File: src/verilog/tpio_regs.vh
`ifndef TPIO_REGS_VH
`define TPIO_REGS_VH

// ---------------------------------------------------------------------
// Register indices; the byte address is four times the index.
// ---------------------------------------------------------------------
`define TPIO_IDX_PORT_A 2'h0
`define TPIO_IDX_PORT_B 2'h1
`define TPIO_IDX_PORT_C 2'h2
`define TPIO_IDX_SETUP 2'h3

// ---------------------------------------------------------------------
// Setup word fields.
// ---------------------------------------------------------------------
`define TPIO_SETUP_MODE_SET 7
`define TPIO_SETUP_A_MODE_HI 6
`define TPIO_SETUP_A_MODE_LO 5
`define TPIO_SETUP_A_IN 4
`define TPIO_SETUP_CU_IN 3
`define TPIO_SETUP_B_MODE 2
`define TPIO_SETUP_B_IN 1
`define TPIO_SETUP_CL_IN 0
`define TPIO_SETUP_RESET 8'h9b

// ---------------------------------------------------------------------
// Third port bits taken over by the strobed modes.
// ---------------------------------------------------------------------
`define TPIO_PC_INTR_B 0
`define TPIO_PC_FLAG_B 1
`define TPIO_PC_HS_B 2
`define TPIO_PC_INTR_A 3
`define TPIO_PC_STB_A 4
`define TPIO_PC_IBF_A 5
`define TPIO_PC_ACK_A 6
`define TPIO_PC_OBF_A 7

`endif

File: src/verilog/tpio_port_slice.v
`include "tpio_regs.vh"

// One 8-line port: output latch, strobed input latch and line drive.
module tpio_port_slice #(
  parameter WIDTH = 8
) (
  input wire clk,
  input wire rst_n,
  input wire clear,
  input wire wr_stb,
  input wire [WIDTH-1:0] wr_data,
  input wire strobe_latch,
  input wire drive_en,
  input wire [WIDTH-1:0] lines_in,
  output reg [WIDTH-1:0] lines_out,
  output reg [WIDTH-1:0] lines_oe,
  output reg [WIDTH-1:0] latched_in
);

  always @(posedge clk or negedge rst_n) begin
    if (!rst_n) begin
      lines_out <= {WIDTH{1'b0}};
      lines_oe <= {WIDTH{1'b0}};
      latched_in <= {WIDTH{1'b0}};
    end else begin
      // A new setup word drops whatever was latched before.
      if (clear) begin
        lines_out <= {WIDTH{1'b0}};
      end else if (wr_stb) begin
        lines_out <= wr_data;
      end
      lines_oe <= {WIDTH{drive_en}};
      if (clear) begin
        latched_in <= {WIDTH{1'b0}};
      end else if (strobe_latch) begin
        latched_in <= lines_in;
      end
    end
  end

endmodule

File: src/verilog/tpio_top.v
`include "tpio_regs.vh"

// Overview of operation
// - Three 8-bit ports, 24 lines total.
// - Two 12-line groups or three 8-bit ports.
// - First port read returns its line levels, or its strobed byte in strobed input mode.
// - Output first port drives the written byte.
// - Second port read returns its line levels, or its strobed byte in strobed input mode.
// - Output second port drives the written byte.
// - Third port is plain without strobed modes.
// - Strobed modes borrow third port bits.
// - Setup word sets directions and transfer modes.
module tpio_top (
  input wire clk,
  input wire rst_n,
  input wire [3:0] avs_address,
  input wire avs_read,
  input wire avs_write,
  input wire [31:0] avs_writedata,
  input wire [3:0] avs_byteenable,
  output reg [31:0] avs_readdata,
  output wire avs_waitrequest,
  input wire [7:0] first_port_lines_in,
  output wire [7:0] first_port_lines_out,
  output wire [7:0] first_port_lines_oe,
  input wire [7:0] second_port_lines_in,
  output wire [7:0] second_port_lines_out,
  output wire [7:0] second_port_lines_oe,
  input wire [7:0] third_port_lines_in,
  output reg [7:0] third_port_lines_out,
  output reg [7:0] third_port_lines_oe
);

  // -------------------------------------------------------------------
  // Functions
  // -------------------------------------------------------------------
  // Handshake request level for a strobed port. An input port asks for
  // service once a byte is held and the strobe has gone back high; an
  // output port asks once the far side has taken the byte.
  function intr_level;
    input is_in;
    input in_full;
    input out_full;
    input enable;
    input hs_pin;
    begin
      if (is_in) begin
        intr_level = in_full & enable & hs_pin;
      end else begin
        intr_level = ~out_full & enable & hs_pin;
      end
    end
  endfunction

  // Mux of handshake status over plain line levels.
  function [7:0] merge_bits;
    input [7:0] sel;
    input [7:0] taken;
    input [7:0] plain;
    begin
      merge_bits = (sel & taken) | (~sel & plain);
    end
  endfunction

  // -------------------------------------------------------------------
  // State
  // -------------------------------------------------------------------
  reg [7:0] setup_q;
  reg [7:0] pc_q;
  reg ack_q;
  // Input-full and output-full flags of the two strobed ports.
  reg ibf_a_q;
  reg ibf_b_q;
  reg obf_a_q;
  reg obf_b_q;
  reg stb_a_prev_q;
  reg stb_b_prev_q;

  wire [7:0] latch_a;
  wire [7:0] latch_b;

  // -------------------------------------------------------------------
  // Setup word decode
  // -------------------------------------------------------------------
  // All three two-bit mode codes above zero give the strobed one-way mode;
  // the bidirectional bus mode is not offered by this block.
  wire a_strobed = setup_q[`TPIO_SETUP_A_MODE_HI] |
                   setup_q[`TPIO_SETUP_A_MODE_LO];
  wire a_in = setup_q[`TPIO_SETUP_A_IN];
  wire cu_in = setup_q[`TPIO_SETUP_CU_IN];
  wire b_strobed = setup_q[`TPIO_SETUP_B_MODE];
  wire b_in = setup_q[`TPIO_SETUP_B_IN];
  wire cl_in = setup_q[`TPIO_SETUP_CL_IN];

  // -------------------------------------------------------------------
  // Avalon-MM slave
  // -------------------------------------------------------------------
  // One wait state: read data is registered in the first cycle and the
  // access takes effect at the edge where waitrequest is seen low.
  wire req = avs_read | avs_write;
  wire mapped = (avs_address[1:0] == 2'h0);
  wire [1:0] idx = avs_address[3:2];
  wire wr_fire = avs_write & ack_q & mapped & avs_byteenable[0];
  wire rd_fire = avs_read & ack_q & mapped;
  wire [7:0] wd = avs_writedata[7:0];

  assign avs_waitrequest = req & ~ack_q;

  // A misaligned address is still answered; its write is dropped and
  // its read returns zero, so a stray access can never hang the bus.

  wire wr_a = wr_fire & (idx == `TPIO_IDX_PORT_A);
  wire wr_b = wr_fire & (idx == `TPIO_IDX_PORT_B);
  wire wr_c = wr_fire & (idx == `TPIO_IDX_PORT_C);
  wire wr_setup = wr_fire & (idx == `TPIO_IDX_SETUP);
  wire mode_set = wr_setup & wd[`TPIO_SETUP_MODE_SET];
  wire bit_op = wr_setup & ~wd[`TPIO_SETUP_MODE_SET];
  wire rd_a = rd_fire & (idx == `TPIO_IDX_PORT_A);
  wire rd_b = rd_fire & (idx == `TPIO_IDX_PORT_B);

  // -------------------------------------------------------------------
  // Handshake pins and flags
  // -------------------------------------------------------------------
  // Strobe and acknowledge inputs are active low and idle high, so the
  // edge detectors reset to one and see no false edge after reset.
  wire stb_a_n = third_port_lines_in[`TPIO_PC_STB_A];
  wire ack_a_n = third_port_lines_in[`TPIO_PC_ACK_A];
  wire hs_b_n = third_port_lines_in[`TPIO_PC_HS_B];

  wire a_in_hs = a_strobed & a_in;
  wire a_out_hs = a_strobed & ~a_in;
  wire b_in_hs = b_strobed & b_in;
  wire b_out_hs = b_strobed & ~b_in;

  // The enable bits live in the third port latch, set by bit operations.
  wire inte_a = a_in ? pc_q[`TPIO_PC_STB_A] : pc_q[`TPIO_PC_ACK_A];
  wire inte_b = pc_q[`TPIO_PC_HS_B];

  // A strobe is a falling edge on the pin while the port is a strobed
  // input; the byte on the lines is caught at that same edge.
  wire strobe_a = a_in_hs & stb_a_prev_q & ~stb_a_n;
  wire strobe_b = b_in_hs & stb_b_prev_q & ~hs_b_n;

  wire intr_a = a_strobed &
                intr_level(a_in, ibf_a_q, obf_a_q, inte_a,
                           a_in ? stb_a_n : ack_a_n);
  wire intr_b = b_strobed &
                intr_level(b_in, ibf_b_q, obf_b_q, inte_b, hs_b_n);

  // -------------------------------------------------------------------
  // Setup word, third port latch and handshake flags
  // -------------------------------------------------------------------
  always @(posedge clk or negedge rst_n) begin
    if (!rst_n) begin
      setup_q <= `TPIO_SETUP_RESET;
      pc_q <= 8'h00;
      ack_q <= 1'b0;
      ibf_a_q <= 1'b0;
      ibf_b_q <= 1'b0;
      obf_a_q <= 1'b0;
      obf_b_q <= 1'b0;
      stb_a_prev_q <= 1'b1;
      stb_b_prev_q <= 1'b1;
    end else begin
      ack_q <= req & ~ack_q;
      stb_a_prev_q <= stb_a_n;
      stb_b_prev_q <= hs_b_n;
      // A setup byte with its top bit clear is a single-bit operation
      // on the third port latch and leaves the modes alone.
      if (mode_set) begin
        setup_q <= wd;
        pc_q <= 8'h00;
      end else if (bit_op) begin
        pc_q[wd[3:1]] <= wd[0];
      end else if (wr_c) begin
        pc_q <= wd;
      end
      // Flags: a mode set clears all; else a fresh event wins over a clear in the same cycle.
      if (mode_set) begin
        ibf_a_q <= 1'b0;
        ibf_b_q <= 1'b0;
        obf_a_q <= 1'b0;
        obf_b_q <= 1'b0;
      end else begin
        if (strobe_a) begin
          ibf_a_q <= 1'b1;
        end else if (rd_a) begin
          ibf_a_q <= 1'b0;
        end
        if (strobe_b) begin
          ibf_b_q <= 1'b1;
        end else if (rd_b) begin
          ibf_b_q <= 1'b0;
        end
        if (wr_a & a_out_hs) begin
          obf_a_q <= 1'b1;
        end else if (~ack_a_n) begin
          obf_a_q <= 1'b0;
        end
        if (wr_b & b_out_hs) begin
          obf_b_q <= 1'b1;
        end else if (~hs_b_n) begin
          obf_b_q <= 1'b0;
        end
      end
    end
  end

  // -------------------------------------------------------------------
  // First and second ports
  // -------------------------------------------------------------------
  tpio_port_slice #(
    .WIDTH(8)
  ) u_first_port (
    .clk(clk),
    .rst_n(rst_n),
    .clear(mode_set),
    .wr_stb(wr_a),
    .wr_data(wd),
    .strobe_latch(strobe_a),
    .drive_en(~a_in),
    .lines_in(first_port_lines_in),
    .lines_out(first_port_lines_out),
    .lines_oe(first_port_lines_oe),
    .latched_in(latch_a)
  );

  tpio_port_slice #(
    .WIDTH(8)
  ) u_second_port (
    .clk(clk),
    .rst_n(rst_n),
    .clear(mode_set),
    .wr_stb(wr_b),
    .wr_data(wd),
    .strobe_latch(strobe_b),
    .drive_en(~b_in),
    .lines_in(second_port_lines_in),
    .lines_out(second_port_lines_out),
    .lines_oe(second_port_lines_oe),
    .latched_in(latch_b)
  );

  // -------------------------------------------------------------------
  // Third port: plain bits and borrowed handshake bits
  // -------------------------------------------------------------------
  // Borrowed bits: the lower three serve the second port and the upper
  // five the first. Status bits are what a read of the third port
  // returns in place of the line levels.
  reg [7:0] hs_used;
  reg [7:0] hs_drive;
  reg [7:0] hs_val;
  reg [7:0] hs_stat;
  reg [7:0] plain_oe;

  always @* begin
    hs_used = 8'h00;
    hs_drive = 8'h00;
    hs_val = 8'h00;
    hs_stat = 8'h00;
    plain_oe = {{4{~cu_in}}, {4{~cl_in}}};
    if (a_strobed) begin
      hs_used[`TPIO_PC_INTR_A] = 1'b1;
      hs_drive[`TPIO_PC_INTR_A] = 1'b1;
      hs_val[`TPIO_PC_INTR_A] = intr_a;
      hs_stat[`TPIO_PC_INTR_A] = intr_a;
    end
    if (a_in_hs) begin
      hs_used[`TPIO_PC_STB_A] = 1'b1;
      hs_used[`TPIO_PC_IBF_A] = 1'b1;
      hs_drive[`TPIO_PC_IBF_A] = 1'b1;
      hs_val[`TPIO_PC_IBF_A] = ibf_a_q;
      hs_stat[`TPIO_PC_IBF_A] = ibf_a_q;
      hs_stat[`TPIO_PC_STB_A] = inte_a;
    end
    if (a_out_hs) begin
      hs_used[`TPIO_PC_ACK_A] = 1'b1;
      hs_used[`TPIO_PC_OBF_A] = 1'b1;
      hs_drive[`TPIO_PC_OBF_A] = 1'b1;
      hs_val[`TPIO_PC_OBF_A] = ~obf_a_q;
      hs_stat[`TPIO_PC_OBF_A] = ~obf_a_q;
      hs_stat[`TPIO_PC_ACK_A] = inte_a;
    end
    if (b_strobed) begin
      hs_used[`TPIO_PC_INTR_B] = 1'b1;
      hs_used[`TPIO_PC_FLAG_B] = 1'b1;
      hs_used[`TPIO_PC_HS_B] = 1'b1;
      hs_drive[`TPIO_PC_INTR_B] = 1'b1;
      hs_drive[`TPIO_PC_FLAG_B] = 1'b1;
      hs_val[`TPIO_PC_INTR_B] = intr_b;
      hs_val[`TPIO_PC_FLAG_B] = b_in_hs ? ibf_b_q : ~obf_b_q;
      hs_stat[`TPIO_PC_INTR_B] = intr_b;
      hs_stat[`TPIO_PC_FLAG_B] = hs_val[`TPIO_PC_FLAG_B];
      hs_stat[`TPIO_PC_HS_B] = inte_b;
    end
  end

  // Registered so that the lines never glitch while flags settle.
  // A mode change therefore reaches these pins one cycle after the write.
  always @(posedge clk or negedge rst_n) begin
    if (!rst_n) begin
      third_port_lines_out <= 8'h00;
      third_port_lines_oe <= 8'h00;
    end else begin
      third_port_lines_out <= merge_bits(hs_drive, hs_val, pc_q);
      third_port_lines_oe <= merge_bits(hs_used, hs_drive, plain_oe);
    end
  end

  // -------------------------------------------------------------------
  // Read data
  // -------------------------------------------------------------------
  // Read data is loaded in the waiting cycle, so it already stands when
  // the master sees waitrequest low and takes it.
  reg [7:0] rd_byte;

  always @* begin
    case (idx)
      `TPIO_IDX_PORT_A: begin
        rd_byte = a_in_hs ? latch_a : first_port_lines_in;
      end
      `TPIO_IDX_PORT_B: begin
        rd_byte = b_in_hs ? latch_b : second_port_lines_in;
      end
      `TPIO_IDX_PORT_C: begin
        rd_byte = merge_bits(hs_used, hs_stat, third_port_lines_in);
      end
      default: begin
        // The setup word cannot be read back.
        rd_byte = 8'h00;
      end
    endcase
  end

  always @(posedge clk or negedge rst_n) begin
    if (!rst_n) begin
      avs_readdata <= 32'h00000000;
    end else if (avs_read & ~ack_q) begin
      avs_readdata <= mapped ? {24'h000000, rd_byte} : 32'h00000000;
    end
  end

endmodule
File: config.mk
export PLATFORM = sky130hd
export DESIGN_NAME = tpio_top
export DESIGN_NICKNAME = d
export VERILOG_FILES = /design/src/verilog/tpio_port_slice.v /design/src/verilog/tpio_top.v
export VERILOG_INCLUDE_DIRS = /design/src /design/src/verilog
export SDC_FILE = /design/constraint.sdc
export NUM_CORES = 1
export LEC_CHECK = 0
export BUFFER_PORTS_ARGS = -buffer_cell sky130_fd_sc_hd__buf_2
export CORE_AREA = 8 8 126 128
export CTS_BUF_LIST = sky130_fd_sc_hd__clkbuf_8
export DETAILED_ROUTE_END_ITERATION = 8
export DIE_AREA = 0 0 134 136
export PLACE_DENSITY = 0.63
export SLEW_MARGIN = 0
export SYNTH_ARGS = -nofsm -noshare
export SYNTH_HDL_FRONTEND = slang
export SYNTH_SLANG_ARGS = --single-unit
export TNS_END_PERCENT = 30
File: constraint.sdc
create_clock -name clk -period 3.9 [get_ports clk]
set_input_delay 0.195 -clock clk [delete_from_list [all_inputs] [get_ports clk]]
set_output_delay 0.195 -clock clk [all_outputs]
set_load 0.05 [all_outputs]
* After elaboration in Yosys (flattened, before gate mapping)
Index checks and enable logic that the tools add are counted.
Cells by class: order comparisons 2, eq/ne operators 5, muxes and demuxes 49, bitwise gates (word level) 58, reductions and logical operators 10
Operators with widths (count):
- two-way mux 8 bit | 14
- AND 8 bit | 6
- AND 1 bit | 35
- two-way mux 1 bit | 24
- OR 8 bit | 3
- case mux 8 bit (3 select lines) | 1
- NOT 8 bit | 2
- two-way mux 2 bit | 6
- NOT 1 bit | 10
- nonzero test 3 bit | 3
- bitwise mux 8 bit | 1
- nonzero test 2 bit | 4
- two-way mux 3 bit | 2
- inequality test 3 x 1 -> 1 bit, second input constant | 2
- == test 2 bit, second input constant | 2
- zero test 2 bit | 2
- less-than comparator 3 x 4 -> 1 bit, second input constant | 1
- demux 1 bit (select 3 bit) | 1
- greater-or-equal comparator 3 x 1 -> 1 bit, second input constant | 1
- == test 2 x 1 -> 1 bit, second input constant | 1
- OR 1 bit | 2
- logical AND 1 bit | 1
Storage, ports and cells: register bits after elaboration 104, input bits 68, output and inout port bits 81, logic and storage cells 142

* Logic depth before layout (Yosys ltp)
word-level depth 10, mapped depth 6, depth with buffers taken out 4

* Modules after synthesis
A second synthesis with hierarchy kept.
Second synthesis, totals: cells, all modules 388, area, all modules 4023.9 sq um
By module, submodules not included:
- tpio_top | instances 1, cells each 268, area an instance 2549.9 sq um, seq. area each 1133.6 sq um
- tpio_port_slice | instances 2, cells each 60, area an instance 737.0 sq um, seq. area each 425.4 sq um

* Least setup slack after synthesis
Ideal clock, no wire load.
path kind reg2reg, from reg setup_q[1], to reg avs_readdata[1], setup time 124 ps, data arrival time 1529 ps, required time 3776 ps, path slack 2247 ps, cell stages (with the launch flop) 6, path buffers 1, clock period less this slack 1653 ps, cell sequence dfstp_2 clkbuf_1 nand2_1 a211oi_1 a2111oi_0 a211o_1
Between the ends: cells in the longest elaborated chain, start to end 7, elaborated cells on any way between the ends 8, classes of those cells 5 x mux; 3 x bitwise
Ends and longest elaborated chain:
- start, declared | line tpio_top.v:68 | reg [7:0] setup_q;
- start signal, assigned | line tpio_top.v:155 | setup_q <= `TPIO_SETUP_RESET;
- start signal, assigned | line tpio_top.v:171 | setup_q <= wd;
- AND 1 bit * | line tpio_top.v:132 | wire b_in_hs = b_strobed & b_in;
- two-way mux 1 bit | line tpio_top.v:291 | hs_val[`TPIO_PC_FLAG_B] = b_in_hs ? ibf_b_q : ~obf_b_q;
- two-way mux 3 bit | line tpio_top.v:284 | if (b_strobed) begin
- AND 8 bit | line tpio_top.v:61 | merge_bits = (sel & taken) | (~sel & plain);
- OR 8 bit | line tpio_top.v:61
- case mux 8 bit (3 select lines) * | line tpio_top.v:318 | case (idx)
- two-way mux 8 bit * | line tpio_top.v:339 | avs_readdata <= mapped ? {24'h000000, rd_byte} : 32'h00000000;
- end signal, assigned | line tpio_top.v:339
- end, declared | line tpio_top.v:21 | output reg [31:0] avs_readdata,
Every way passes the cells marked *; elsewhere a longest branch is shown, timed or not. A chain may end at the register's enable or synchronous reset.

* Worst setup path in the final report
from reg ack_q, to reg setup_q[2]
Between the ends: cells in the longest elaborated chain, start to end 5
Ends and longest elaborated chain:
- start, declared | line tpio_top.v:70 | reg ack_q;
- start signal, assigned | line tpio_top.v:165 | ack_q <= req & ~ack_q;
- AND 1 bit (3 in series) | line tpio_top.v:103 | wire wr_fire = avs_write & ack_q & mapped & avs_byteenable[0];
- AND 1 bit | line tpio_top.v:115 | wire wr_setup = wr_fire & (idx == `TPIO_IDX_SETUP);
- AND 1 bit | line tpio_top.v:116 | wire mode_set = wr_setup & wd[`TPIO_SETUP_MODE_SET];
No other way between the ends.

==> results.md <==
* Crit path DAT at roughly 2.4 ns
* Unique masters post-synth at 59
* Ys flop type: dfrtp_1
* Area growth, synth to finish at 17.26%
* WL per Instance at roughly 17 um
* Routability Congestion at approximately 0.83
* Number of global-route vias before repair at 3176
* Min Tclk post-route at roughly 2.2 ns
* Max-Cap Viols at 0
* Initial Util at roughly 29%
* PD cells at approximately 540 nW/um^2
* Core Area at about 14000 um^2
* Achievable frequency at ~0.46 GHz
* CTS Buf Count at 9
* Worst skew pair latency at 0.36 ns
* Synth Cell Area at approximately 4000 um^2
* Max-slew violations at 0
* GRT met1 Usage at between 10% and 20%
* Layout net count at roughly 540
* CTS max path bufs at 2
* # setup viols final at 0
* Filler cells at roughly 1500
* Met3 Usage GRT at 3.326%
* RSZ-0062 raised after global routing: false
* Post-CTS Resized at 0
* Synth top area share at a little under half
* Fin Hold WS at -0.008425 ns
* Iter 0 DRT Violations at 228
* Setup TNS at 0 ns
* Worst-Margin Slew at around 1 ns
* Failing checks: hold timing
* Chip width at 134 um
* Total number of vias at 3157
* Post-synth ARST share at 100.0%
* Worst reg2reg startpoint: ack_q
* Yosys reg bits at 79
* Total Wirelength at ~11 mm
* Worst-path maximum fanout at 32
* Count leader, synth: dfrtp_1
* Sink Count at 79
* Crit share post-route at a little under three fifths
* Hold Buf Count CTS at 2
* CTS tree: built
* Status: finished with violations
* Cell area after placement at ~4500 um^2
* Antenna diodes at 0
* Worst hold path class: in2async
* Post-Syn Instances at approximately 400
* Pre-antenna DRT Iters at 4
* Chip height at 136 um
* Maximum vdd drop at ~0.00030 V
* Critical Path Source Type: register
* Warnings, synthesis at 0
* Setup crit end kind: register
* Overall Global Routing Usage at 12.20%
* Fraction of layout cells with a size suffix above 1 at approximately 29%
* GRT overflow at 0
* Final Hold Viols at 1
* Placement row count at 44
* Post-synth EDFFs at 0
* Pin count of the biggest net entering global routing at 80
* Worst setup startpoint: ack_q
* WP data required at between 4 and 5 ns
* Commonest cells in the netlist: dfrtp_1 (73), nand2_1 (45), buf_4 (41), nor2_1 (37), mux2i_1 (30)
* Leakage at approximately 2.3 nW
* Worst slew margin at about a third
* IO Pins at approximately 150
* Busiest grt layer: met2
* Clk root buf: clkbuf_8
* Final Skew at 0.01102 ns
* # DRC at 0
* Met2 GRT Util at 20.19%
* Port bufs at between 90 and 100
* First-pass GRT wire length at ~17 mm
* Ranking of synthesized cells by area: dfrtp_1 (45%), buf_4 (7.6%), mux2i_1 (7.4%)
* Final Instance Area at roughly 4700 um^2
* DR vias/cell at around 4.8
* Hpwl dp at roughly 8.4 mm
* Initial antenna violation count at 0
* # H-tree levels at 3
* Synth area leader: dfrtp_1
* Post-CTS Setup Inserts at 0
* Seq/Total Area, Yosys at around 49%
* Total die area at ~18000 um^2
* Avg Cell Area, Syn at between 10 and 15 um^2
* Setup CP Type: reg2reg
* DRT antenna net count at 0
* CTS clock-pin slew for the worst setup and hold paths at approximately 0.08 ns
[state kept, by name (all words and copies together), names as in the netlist, 7 cells and up]
register and cells:
u_first_port.lines_out 8, u_first_port.latched_in 8, third_port_lines_out 8, pc_q 8
u_second_port.latched_in 8, setup_q 7, u_second_port.lines_out 8, avs_readdata 8
third_port_lines_oe 7
[cell type report]
cell class              instances  area [um^2]  share of cell area (%)
repair buffers                102        530.5                   11.19
multi-input cells             274         1714                   36.15
clock buffers                  11        151.4                   3.193
well taps                     184        230.2                   4.855
clock inverters                 5        97.59                   2.058
flip-flops and latches         79         1984                   41.85
inverters                       9        33.78                  0.7124
[logic make-up (layout without fill, tap and decap cells)]
group | after synthesis | after routing | synth area share, %
flip-flops | 79 | 79 | 49.07
buffers and inverters | 72 | 127 | 10.98
multiplexers | 37 | 37 | 9.375
AND/OR/NAND/NOR | 134 | 134 | 17.39
other | 1 | 24 | 0.09273
AO/OA/AOI/OAI | 79 | 79 | 13.09
[critical path, stage by stage, from the launching register on]
cell and delay [ns]:
dfrtp_1 0.47, nand3_4 0.16, nor3_4 0.58, buf_4 0.45, mux2_2 0.38
[power by group]
group | internal (mW) | switching [mW] | total [mW]
sequential | 0.975 | 0.0941 | 1.07
clock | 0.456 | 0.287 | 0.742
combinational | 0.183 | 0.557 | 0.739
[metrics by stage]
stage               util (%)  setup WS [ns]  hold WS, ns  std cells  total power [mW]
floorplan                  -          2.247      -0.1006        425             1.664
finish                 33.78          1.725    -0.008425        664             2.551
detailed placement     31.86          1.732       0.3376        646             1.831
global route           33.78          1.542      0.07286        664             2.670
CTS                    33.78          1.712      0.02839        664             2.585
global placement       31.86          1.768       0.3339        646             1.814
[path summary, 6_finish.rpt]
check	end	slack (ns)	depth (start not counted)
worst max-delay path	setup_q[2]	1.72	4
worst min-delay path	u_second_port.latched_in[3]	-0.008	1
worst max register to register	setup_q[2]	1.72	4
worst min register to register	third_port_lines_out[4]	0.44	0
max in group asynchronous	u_first_port.lines_out[3]	3.28	1
min in group clk	u_second_port.latched_in[3]	0.08	3
[routing by layer]
| metal | up-vias | share of wire (%) |
|---|---|---|
| met4 | 0 | 1.4 |
| met1 | 1559 | 43 |
| met5 | - | 0 |
| met3 | 13 | 6.0 |
| li1 | 1488 | - |
| met2 | 97 | 50 |
[placed cells by master, fill, tap and decap left out, types with 4 or more instances in the layout]
| cell type | Yosys | final |
|---|---|---|
| o31ai_1 | 7 | 7 |
| nand2_1 | 45 | 45 |
| conb_1 | 1 | 24 |
| o21ai_0 | 15 | 15 |
| inv_1 | 9 | 11 |
| and3_1 | 7 | 7 |
| nor2_1 | 37 | 37 |
| a211oi_1 | 6 | 6 |
| buf_4 | 41 | 4 |
| clkbuf_8 | 0 | 11 |
| nand2b_1 | 7 | 7 |
| mux2_2 | 7 | 7 |
| nand3_1 | 7 | 7 |
| a21oi_1 | 24 | 24 |
| buf_2 | 9 | 96 |
| dfrtp_1 | 73 | 73 |
| a221o_1 | 4 | 4 |
| mux2i_1 | 30 | 30 |
| dfstp_2 | 6 | 6 |
Power figures use the tool's default switching activity.
